[src/ltp_pkg.sv]
package ltp_pkg;
	// APB register byte offsets
	localparam logic [7:0] LTP_CTRL_OFS = 8'h00;
	localparam logic [7:0] LTP_THR_OFS = 8'h04;
	localparam logic [7:0] LTP_CNT_OFS = 8'h08;
	localparam logic [7:0] LTP_STAT_OFS = 8'h0c;
	localparam logic [7:0] LTP_LOAD_OFS = 8'h10;
	localparam logic [7:0] LTP_LOG_OFS = 8'h14;
	localparam logic [7:0] LTP_WT_OFS = 8'h40;
	// Control field positions
	localparam int LTP_C_EN = 0;
	localparam int LTP_C_MASK = 1;
	localparam int LTP_C_START = 2;
	localparam int LTP_C_DONE = 3;
	localparam int LTP_C_STANDBY_VOLTAGE_CONTROL = 4;
	localparam int LTP_C_LPM = 5;
	localparam int LTP_C_OSCOFF = 7;
	localparam int LTP_C_DMA = 8;
	localparam int LTP_C_LOGIE = 9;
	// Widths
	localparam int LTP_NLD = 16;
	localparam int LTP_WW = 4;
	localparam int LTP_LW = 10;
	localparam int LTP_AVG_SH = 5;
	localparam int LTP_EMA_SH = 3;
	localparam int LTP_CW = 6;
	localparam int LTP_LOGD = 8;
	// Reset values
	localparam logic [31:0] LTP_THR_RST = 32'h00f0_0040;
	localparam logic [31:0] LTP_CNT_RST = 32'h0000_0404;
	localparam logic [LTP_WW-1:0] LTP_WT_RST = 4'h0;
	// Low power mode codes
	typedef enum logic [1:0] {
		LTP_RUN = 2'h0,
		LTP_WAIT = 2'h1,
		LTP_DOZE = 2'h2,
		LTP_STOP = 2'h3
	} ltp_mode_t;
	// Clock and supply gating outputs
	typedef struct packed {
		logic core_clk_en;
		logic fabric_clk_en;
		logic module_clk_en;
		logic main_pll_on;
		logic peripheral_pll_on;
		logic main_oscillator_on;
		logic audio_osc_on;
		logic per_clk_en;
		logic low_freq_ref_clock_en;
		logic standby_voltage_req;
	} ltp_pwr_t;
endpackage

[src/ltp_load_track.sv]
// Functional notes
// RL1 - Sample wait-for-interrupt idle level on every clock edge.
// RL2 - Average idle samples over non-overlapping windows into a CPU load index.
// RL3 - Weight each of sixteen load inputs and sum the products.
// RL4 - Total load is CPU load plus weighted extra load.
// RL5 - Exponential moving average filters total load before comparison.
// RL6 - Compare average with upper and lower thresholds; separate flags.
// RL7 - Count consecutive up and down crossings; restart on broken run.
// RL8 - Raise interrupt or DMA event when frequency must change.
// RL9 - Log load history; raise event at log-full intervals.
// RL10 - Wait mode stops core clock; fabric, main PLL, oscillator stay on.
// RL11 - Doze stops core and fabric clocks; main PLL stays on.
// RL12 - Stop disables everything, PLLs, audio osc, peripheral clocks; oscillator optional.
// RL13 - Standby voltage enabled makes stop a retention mode with lowered rail.
// RL14 - Static stop: oscillator and low-frequency reference clock both off.
// RL15 - Software arms wakeup, mode and holdoff before wait-for-interrupt.
// RL16 - Standby voltage bit at zero disables retention behaviour.
// RL17 - Software sets start and masks; later unmasks and sets finished.
// RL18 - Software reads advice and voltage level to decide change.
// RL19 - Software disables automatic voltage compensation before change.
// RL20 - Raise voltage before frequency up; lower frequency before voltage.
// RL21 - Weights, window, coefficient and counter widths are design parameters.
// RL22 - Scaling interrupt holds until masked or update-finished written.
module ltp_load_track
	import ltp_pkg::*;
(
	// APB slave
	input wire logic pclk,
	input wire logic presetn,
	input wire logic psel,
	input wire logic penable,
	input wire logic pwrite,
	input wire logic [7:0] paddr,
	input wire logic [31:0] pwdata,
	output logic [31:0] prdata,
	output logic pready,
	output logic pslverr,
	// Load sources
	input wire logic wait_for_irq_idle,
	input wire logic [LTP_NLD-1:0] load_in,
	// Scaling events
	output logic scale_irq,
	output logic scale_dma_req,
	// Power mode control
	input wire logic wfi_enter,
	input wire logic wakeup,
	output ltp_pwr_t pwr
);
	typedef struct packed {
		logic [31:0] ctrl;
		logic [31:0] thr;
		logic [31:0] cnt_lim;
		logic [LTP_NLD*LTP_WW-1:0] wt;
		logic idle_smp;
		logic [LTP_AVG_SH-1:0] win_cnt;
		logic [LTP_AVG_SH:0] busy_acc;
		logic [LTP_LW-1:0] cpu_load;
		logic [LTP_LW-1:0] total;
		logic [LTP_LW-1:0] ema;
		logic up_cross_flag;
		logic down_cross_flag;
		logic [LTP_CW-1:0] up_cnt;
		logic [LTP_CW-1:0] dn_cnt;
		logic [1:0] advice;
		logic scale_pend;
		logic log_pend;
		logic [2:0] log_wr;
		logic [LTP_LOGD*4-1:0] log_mem;
		ltp_mode_t mode;
		logic [31:0] rdata;
	} ltp_st_t;

	ltp_st_t st_ff;
	ltp_st_t nxt_st;
	logic [LTP_LW-1:0] wsum;
	logic [LTP_LW+1:0] load_sum;
	logic [LTP_LW+LTP_EMA_SH:0] ema_w;
	logic win_end;
	logic wr_en;
	logic rd_en;
	logic [LTP_LW-1:0] up_th;
	logic [LTP_LW-1:0] dn_th;
	logic [LTP_LW-1:0] wt_prod [LTP_NLD];

	////////////////////////////////////////////////////////////////////////////////
	// Per-input weighting; each input contributes its weight when active
	generate
		for (genvar i = 0; i < LTP_NLD; i++) begin : g_wt
			assign wt_prod[i] = load_in[i] ? LTP_LW'(st_ff.wt[i*LTP_WW +: LTP_WW]) : '0; // RL3
		end
	endgenerate

	// Adder tree folded as a loop; width chosen so sixteen full weights never wrap
	always_comb begin
		wsum = '0;
		for (int i = 0; i < LTP_NLD; i++) begin
			wsum = LTP_LW'(wsum + wt_prod[i]); // RL3
		end
	end

	////////////////////////////////////////////////////////////////////////////////
	// APB decode; zero wait state, every access ready at once
	assign wr_en = psel & penable & pwrite;
	assign rd_en = psel & ~penable & ~pwrite;
	assign pready = 1'b1;
	assign pslverr = 1'b0;
	assign prdata = st_ff.rdata;
	assign win_end = &st_ff.win_cnt;
	assign up_th = st_ff.thr[16 +: LTP_LW];
	assign dn_th = st_ff.thr[0 +: LTP_LW];
	assign load_sum = (LTP_LW+2)'(st_ff.cpu_load) + (LTP_LW+2)'(wsum);
	assign ema_w = (LTP_LW+LTP_EMA_SH+1)'({st_ff.ema, {LTP_EMA_SH{1'b0}}})
		- (LTP_LW+LTP_EMA_SH+1)'(st_ff.ema) + (LTP_LW+LTP_EMA_SH+1)'(st_ff.total);

	// Scaling event outputs; DMA routing chosen by control bit
	assign scale_irq = (st_ff.scale_pend | st_ff.log_pend) & ~st_ff.ctrl[LTP_C_MASK]
		& ~st_ff.ctrl[LTP_C_DMA]; // RL22
	assign scale_dma_req = (st_ff.scale_pend | st_ff.log_pend) & ~st_ff.ctrl[LTP_C_MASK]
		& st_ff.ctrl[LTP_C_DMA]; // RL8

	////////////////////////////////////////////////////////////////////////////////
	// Next-state logic
	always_comb begin
		nxt_st = st_ff;
		// Idle sampled every edge, the only path from the raw pin
		nxt_st.idle_smp = wait_for_irq_idle; // RL1
		if (st_ff.ctrl[LTP_C_EN]) begin
			// Window averaging: busy cycles counted, result scaled to load width
			nxt_st.win_cnt = st_ff.win_cnt + 1'b1; // RL2
			nxt_st.busy_acc = st_ff.busy_acc + {{LTP_AVG_SH{1'b0}}, ~st_ff.idle_smp}; // RL2
			if (win_end) begin
				// Last sample of the window counts before the accumulator restarts
				nxt_st.cpu_load = LTP_LW'({nxt_st.busy_acc, 4'h0}); // RL2
				nxt_st.busy_acc = '0;
				// Total saturates rather than wrapping
				nxt_st.total = load_sum[LTP_LW+1:LTP_LW] != 2'h0 ? '1
					: load_sum[LTP_LW-1:0]; // RL4
				// EMA with alpha of one over 2^shift, updated once per window
				nxt_st.ema = ema_w[LTP_EMA_SH +: LTP_LW]; // RL5
				nxt_st.up_cross_flag = st_ff.ema > up_th; // RL6
				nxt_st.down_cross_flag = st_ff.ema < dn_th; // RL6
				// Consecutive runs; a window without crossing restarts the count
				nxt_st.up_cnt = nxt_st.up_cross_flag ? st_ff.up_cnt + 1'b1 : '0; // RL7
				nxt_st.dn_cnt = nxt_st.down_cross_flag ? st_ff.dn_cnt + 1'b1 : '0; // RL7
				if (nxt_st.up_cnt == st_ff.cnt_lim[8 +: LTP_CW]) begin
					nxt_st.scale_pend = 1'b1; // RL8
					nxt_st.advice = 2'h1;
					nxt_st.up_cnt = '0;
				end
				if (nxt_st.dn_cnt == st_ff.cnt_lim[0 +: LTP_CW]) begin
					nxt_st.scale_pend = 1'b1; // RL8
					nxt_st.advice = 2'h2;
					nxt_st.dn_cnt = '0;
				end
				// History log keeps the top nibble of each average
				nxt_st.log_mem[st_ff.log_wr*4 +: 4] = st_ff.ema[LTP_LW-1 -: 4]; // RL9
				nxt_st.log_wr = st_ff.log_wr + 1'b1; // RL9
				if (&st_ff.log_wr && st_ff.ctrl[LTP_C_LOGIE]) begin
					nxt_st.log_pend = 1'b1; // RL9
				end
			end
		end
		// Register writes; a done clear loses to a same-cycle scaling event with new advice, but always clears a log event
		if (wr_en) begin
			unique case (paddr)
				LTP_CTRL_OFS: begin
					nxt_st.ctrl = pwdata;
					if (pwdata[LTP_C_DONE]) begin
						nxt_st.scale_pend = nxt_st.scale_pend & win_end
							& st_ff.ctrl[LTP_C_EN] & nxt_st.advice != st_ff.advice; // RL22
						nxt_st.log_pend = 1'b0;
						nxt_st.advice = nxt_st.scale_pend ? nxt_st.advice : 2'h0;
					end
				end
				LTP_THR_OFS: nxt_st.thr = pwdata;
				LTP_CNT_OFS: nxt_st.cnt_lim = pwdata;
				default: begin
					for (int i = 0; i < LTP_NLD; i++) begin
						if (paddr == LTP_WT_OFS + 8'(i*4)) begin
							nxt_st.wt[i*LTP_WW +: LTP_WW] = pwdata[LTP_WW-1:0]; // RL21
						end
					end
				end
			endcase
		end
		// Done is a self-clearing strobe; start keeps its written value
		if (!wr_en) begin
			nxt_st.ctrl[LTP_C_DONE] = 1'b0;
		end
		// Power mode sequencing; wait-for-interrupt enters the programmed mode
		if (wakeup) begin
			nxt_st.mode = LTP_RUN;
		end else if (wfi_enter && st_ff.mode == LTP_RUN) begin
			nxt_st.mode = ltp_mode_t'(st_ff.ctrl[LTP_C_LPM +: 2]);
		end
		// Read data captured in setup phase, unmapped addresses read zero
		if (rd_en) begin
			unique case (paddr)
				LTP_CTRL_OFS: nxt_st.rdata = st_ff.ctrl;
				LTP_THR_OFS: nxt_st.rdata = st_ff.thr;
				LTP_CNT_OFS: nxt_st.rdata = st_ff.cnt_lim;
				LTP_STAT_OFS: nxt_st.rdata = {12'h0, st_ff.mode, st_ff.dn_cnt, st_ff.up_cnt,
					st_ff.log_pend, st_ff.scale_pend, st_ff.down_cross_flag,
					st_ff.up_cross_flag, st_ff.advice};
				LTP_LOAD_OFS: nxt_st.rdata = {6'h0, st_ff.ema, 6'h0, st_ff.cpu_load};
				LTP_LOG_OFS: nxt_st.rdata = st_ff.log_mem;
				default: begin
					nxt_st.rdata = 32'h0;
					for (int i = 0; i < LTP_NLD; i++) begin
						if (paddr == LTP_WT_OFS + 8'(i*4)) begin
							nxt_st.rdata = 32'(st_ff.wt[i*LTP_WW +: LTP_WW]);
						end
					end
				end
			endcase
		end
	end

	////////////////////////////////////////////////////////////////////////////////
	// State register
	always_ff @(posedge pclk or negedge presetn) begin
		if (!presetn) begin
			st_ff <= '0;
			st_ff.thr <= LTP_THR_RST;
			st_ff.cnt_lim <= LTP_CNT_RST;
		end else begin
			st_ff <= nxt_st;
		end
	end

	////////////////////////////////////////////////////////////////////////////////
	// Gating decode from the current mode; combinational from st_ff, the outputs themselves not registered
	always_comb begin
		pwr = '1;
		pwr.standby_voltage_req = 1'b0;
		pwr.low_freq_ref_clock_en = 1'b1;
		unique case (st_ff.mode)
			LTP_RUN: begin
			end
			LTP_WAIT: pwr.core_clk_en = 1'b0; // RL10
			LTP_DOZE: begin
				pwr.core_clk_en = 1'b0; // RL11
				pwr.fabric_clk_en = 1'b0; // RL11
			end
			LTP_STOP: begin
				pwr = '0; // RL12
				pwr.main_oscillator_on = ~st_ff.ctrl[LTP_C_OSCOFF]; // RL12
				// Static stop also halts the low-frequency reference
				pwr.low_freq_ref_clock_en = ~st_ff.ctrl[LTP_C_OSCOFF]; // RL14
				// Retention only while the standby voltage bit is set
				pwr.standby_voltage_req = st_ff.ctrl[LTP_C_STANDBY_VOLTAGE_CONTROL]; // RL13 RL16
			end
		endcase
	end
endmodule

[config.mk]
export PLATFORM = sky130hd
export DESIGN_NAME = ltp_load_track
export DESIGN_NICKNAME = d
export VERILOG_FILES = /design/src/ltp_pkg.sv /design/src/ltp_load_track.sv
export SDC_FILE = /design/constraint.sdc
export NUM_CORES = 1
export LEC_CHECK = 0
export BUFFER_PORTS_ARGS = -buffer_cell sky130_fd_sc_hd__buf_2
export CAP_MARGIN = 40
export CORE_MARGIN = 2
export CORE_UTILIZATION = 57
export DETAILED_ROUTE_END_ITERATION = 6
export PLACE_DENSITY_LB_ADDON = 0.2
export SYNTH_ARGS = -nofsm -noshare
export SYNTH_HDL_FRONTEND = slang
export SYNTH_SLANG_ARGS = --single-unit
export TNS_END_PERCENT = 1
[constraint.sdc]
create_clock -name pclk -period 8.9 [get_ports pclk]
set_input_delay 0.89 -clock pclk [delete_from_list [all_inputs] [get_ports pclk]]
set_output_delay 0.89 -clock pclk [all_outputs]
set_load 0.005 [all_outputs]
==> results.py <==
metrics = {
    "grt": {
        "grt_pass1_vias": 12481,
        "grt_usage_pct": 29.1,
        "grt_pass1_wl_um": 69700,
        "antenna_found_initial": 0,
        "grt_max_degree": 162,
        "overflow": 0,
    },
    "clocking": {
        "path_clk_slew_ns": 0.06,
        "h-tree-depth": 1,
        "postCtsHoldBufs": 0,
        "post_cts_buffers": 0,
        "post_cts_resized": 0,
        "cts_made_buffers": 31,
        "worst_skew_pair.late_latency_ns": 0.58,
        "cts_tree": "built",
        "root_buffer": "clkbuf_16",
        "cts_sinks": 285,
        "clock_tree.buffer_depth": 3,
    },
    "critical_path": {
        "crit_fanout": 9,
        "worstReg2RegStart": "st_ff[155]",
        "arrival_ns": 6.57,
        "cp-end-kind": "register",
        "critPathLaunchType": "primary input",
        "critPathKind": "in -> reg",
        "r2r_setup_slack_ns": 2.81,
        "worstPathRequired_ns": 9.35,
        "r2r_end": "st_ff[97]",
        "ff2ff_path_depth": 22,
    },
    "sta": {
        "final_hold_viol_count": 0,
        "fmax_ghz": 0.164,
        "rsz0062_at_grt": "false",
        "skew_ns": 0.0105,
        "worstMarginPinSlew_ns": 0.977,
        "finalSetupViolCount": 0,
        "layout_min_cycle_time_ns": 6.11,
        "setup_ws_ns": 2.79,
        "period_share_pct": 68.7,
        "setup_tns_ns": 0,
        "relSlewSlack_pct": 34.8,
        "drv_slew": 0,
    },
    "pwr": {
        "clkPwrFrac_pct": 47.2,
        "intPower_w": 0.00225,
        "power_frac_seq_pct": 46.4,
        "vdd.ir_drop.worst_mv": 0.130,
        "switching_share_pct": 23.2,
        "p_leak_nw": 8.87,
        "combPwrFrac_pct": 6.4,
        "powerDensity_mw_per_mm2": 159,
        "power.switching_w": 0.000679,
    },
    "route": {
        "viasPerCell": 6.08,
        "wirelength_um": 43800,
        "dr.first_iter.drc_count": 911,
        "vias": 12324,
        "ant_nets": 0,
        "routedWlPerCell_um": 21.6,
        "drc": 0,
        "firstDrtPassIters": 5,
    },
    "floorplan": {
        "die_area_mm2": 0.0307,
        "initial_core_util_pct": 58.0,
        "coreArea_mm2": 0.0288,
        "chipHeight_um": 175,
        "rows": 62,
        "die_width_um": 175,
        "ioPinCount": 110,
    },
    "place": {
        "place_hpwl_um": 30800,
        "numPortBuffers": 107,
        "gp_congestion": 0.958,
        "dp_slack_ns": 2.21,
    },
    "finish": {
        "final_cell_mix": "dfrtp_1, mux2_2, nand2_1",
        "n_fill_cell": 2315,
        "regArea_mm2": 0.00714,
        "fin_nets": 1810,
        "syn2layout_area_growth_pct": 10.4,
        "final_common_cell": "dfrtp_1",
        "multi_input_area_mm2": 0.00845,
        "n_antenna_cell": 0,
        "drive_gt1_share_pct": 22.9,
    },
    "yosys": {
        "syn_area_mm2": 0.0167,
        "async_reset_ff_share_pct": 100,
        "synth_edf_count": 0,
        "yosysTopAreaCell": "dfrtp_1",
        "ys_warn_count": 0,
        "yosysTopAreaCellShare_pct": 41.7,
        "synth_top_flop_cell": "dfrtp_1",
        "synth_nets": 1761,
        "ys_seq_elements": 285,
        "synth_cell_types": 79,
        "seq_area_frac_synth_pct": 42.8,
        "syn_avg_cell_area_um2": 10.6,
        "synthTopCellsByArea": "dfrtp_1, mux2_2, fa_1, ha_1, nand2_1",
        "netlist_instances": 1570,
    },
    "status": {
        "status": "complete, no violations",
    },
    "hold_path": {
        "min-delay-path-class": "in -> async",
    },
    "run": {
        "drv_cap": 0,
    },
}
-- area by class of cell --
cell class                      instances  area share, %
Clock buffer                           46           5.06
Clock inverter                         12          0.998
Inverter                              141           2.87
Multi-Input combinational cell       1038           45.9
Sequential cell                       285           38.8
Tap cell                              384           2.61
Timing Repair Buffer                  122           3.85
-- how the worst max path moves through the flow --
| stage | startpoint | endpoint | slack (ns) | depth (start not counted) |
|---|---|---|---|---|
| final | load_in[15] | st_ff[97] | 2.79 | 21 |
| after global routing | st_ff[191] | st_ff[99] | 2.52 | 20 |
| after CTS | load_in[15] | st_ff[97] | 2.78 | 21 |
| after detailed placement | load_in[15] | st_ff[97] | 2.21 | 21 |
| after global placement | load_in[15] | st_ff[98] | 2.37 | 21 |
| after floorplan | load_in[6] | st_ff[97] | 2.71 | 23 |
-- through the flow --
| step | instance area, µm² | hold slack (ns) | util [%] | instances | power [W] |
|---|---|---|---|---|---|
| global route | 18400 | 0.409 | 64.0 | 2028 | 0.00303 |
| global placement | 17200 | 0.454 | 59.9 | 1966 | 0.00157 |
| detailed placement | 17300 | 0.458 | 60.1 | 1970 | 0.00157 |
| finish | 18400 | 0.335 | 64.0 | 2028 | 0.00293 |
| CTS | 18400 | 0.404 | 64.0 | 2028 | 0.00294 |
| floorplan | 16700 | 0.438 | - | 1570 | 0.00149 |
-- cells in the mapped netlist (5+ instances only) --
| master | number |
|---|---|
| nor4_1 | 5 |
| inv_1 | 141 |
| nand2_4 | 9 |
| buf_4 | 40 |
| a22o_1 | 15 |
| a31oi_1 | 41 |
| and2_1 | 27 |
| a21oi_1 | 36 |
| mux2i_1 | 5 |
| xor2_1 | 11 |
| a222oi_1 | 13 |
| xnor2_1 | 22 |
| nand2b_1 | 11 |
| a221oi_1 | 13 |
| dfrtp_1 | 278 |
| nor3_1 | 13 |
| nand3_1 | 35 |
| clkbuf_1 | 37 |
| nor2b_1 | 15 |
| a22oi_1 | 46 |
| buf_2 | 24 |
| fa_1 | 60 |
| mux2_1 | 5 |
| nor2_1 | 70 |
| o22ai_1 | 9 |
| nand2_1 | 145 |
| and3_1 | 17 |
| ha_1 | 67 |
| o21ai_0 | 84 |
| mux2_2 | 156 |
| o22a_1 | 5 |
| a211oi_1 | 7 |
| nor3b_1 | 5 |
| dfstp_2 | 7 |
| a2bb2oi_1 | 8 |
| a21o_1 | 10 |
-- power by group through the flow --
stage                     Clock, W  Combinational (W)  Sequential [W]
after floorplan                  0           0.000120         0.00137
after global placement           0           0.000185         0.00138
after detailed placement         0           0.000190         0.00138
after CTS                  0.00140           0.000190         0.00136
after global routing       0.00146           0.000210         0.00136
final                      0.00138           0.000187         0.00136
-- worst max-delay path: stages --
cell and delay (ns):
buf_2 0.12, and2_1 0.17, fa_1 0.52, fa_1 0.54
fa_1 0.55, fa_1 0.56, inv_1 0.07, fa_1 0.52
fa_1 0.56, inv_1 0.04, ha_1 0.21, inv_1 0.08
fa_1 0.21, nor2b_1 0.05, o21ai_0 0.20, a21boi_0 0.15
o21a_1 0.18, nor2_1 0.19, o21bai_1 0.09, a211o_1 0.43
o22a_1 0.23
-- per-layer routing --
metal	wire length [µm]	share of wire (%)	up-vias	global-route usage [%]
li1	-	-	5581	-
met1	18600	42	6189	40.2
met2	21000	48	470	48.2
met3	2740	6.3	84	3.70
met4	1400	3.2	0	9.24
met5	0	0	-	0
-- logic make-up after synthesis --
family | synth area share (%)
AOI/OAI and AO/OA | 12.7
xor gates and xnor gates | 1.73
adders and majority gates | 12.2
buffers and inverters | 6.70
DFF | 42.8
muxes | 11.8
other | 0.0450
and+or+nand+nor | 12.1
(Power assumes the default switching activity.)
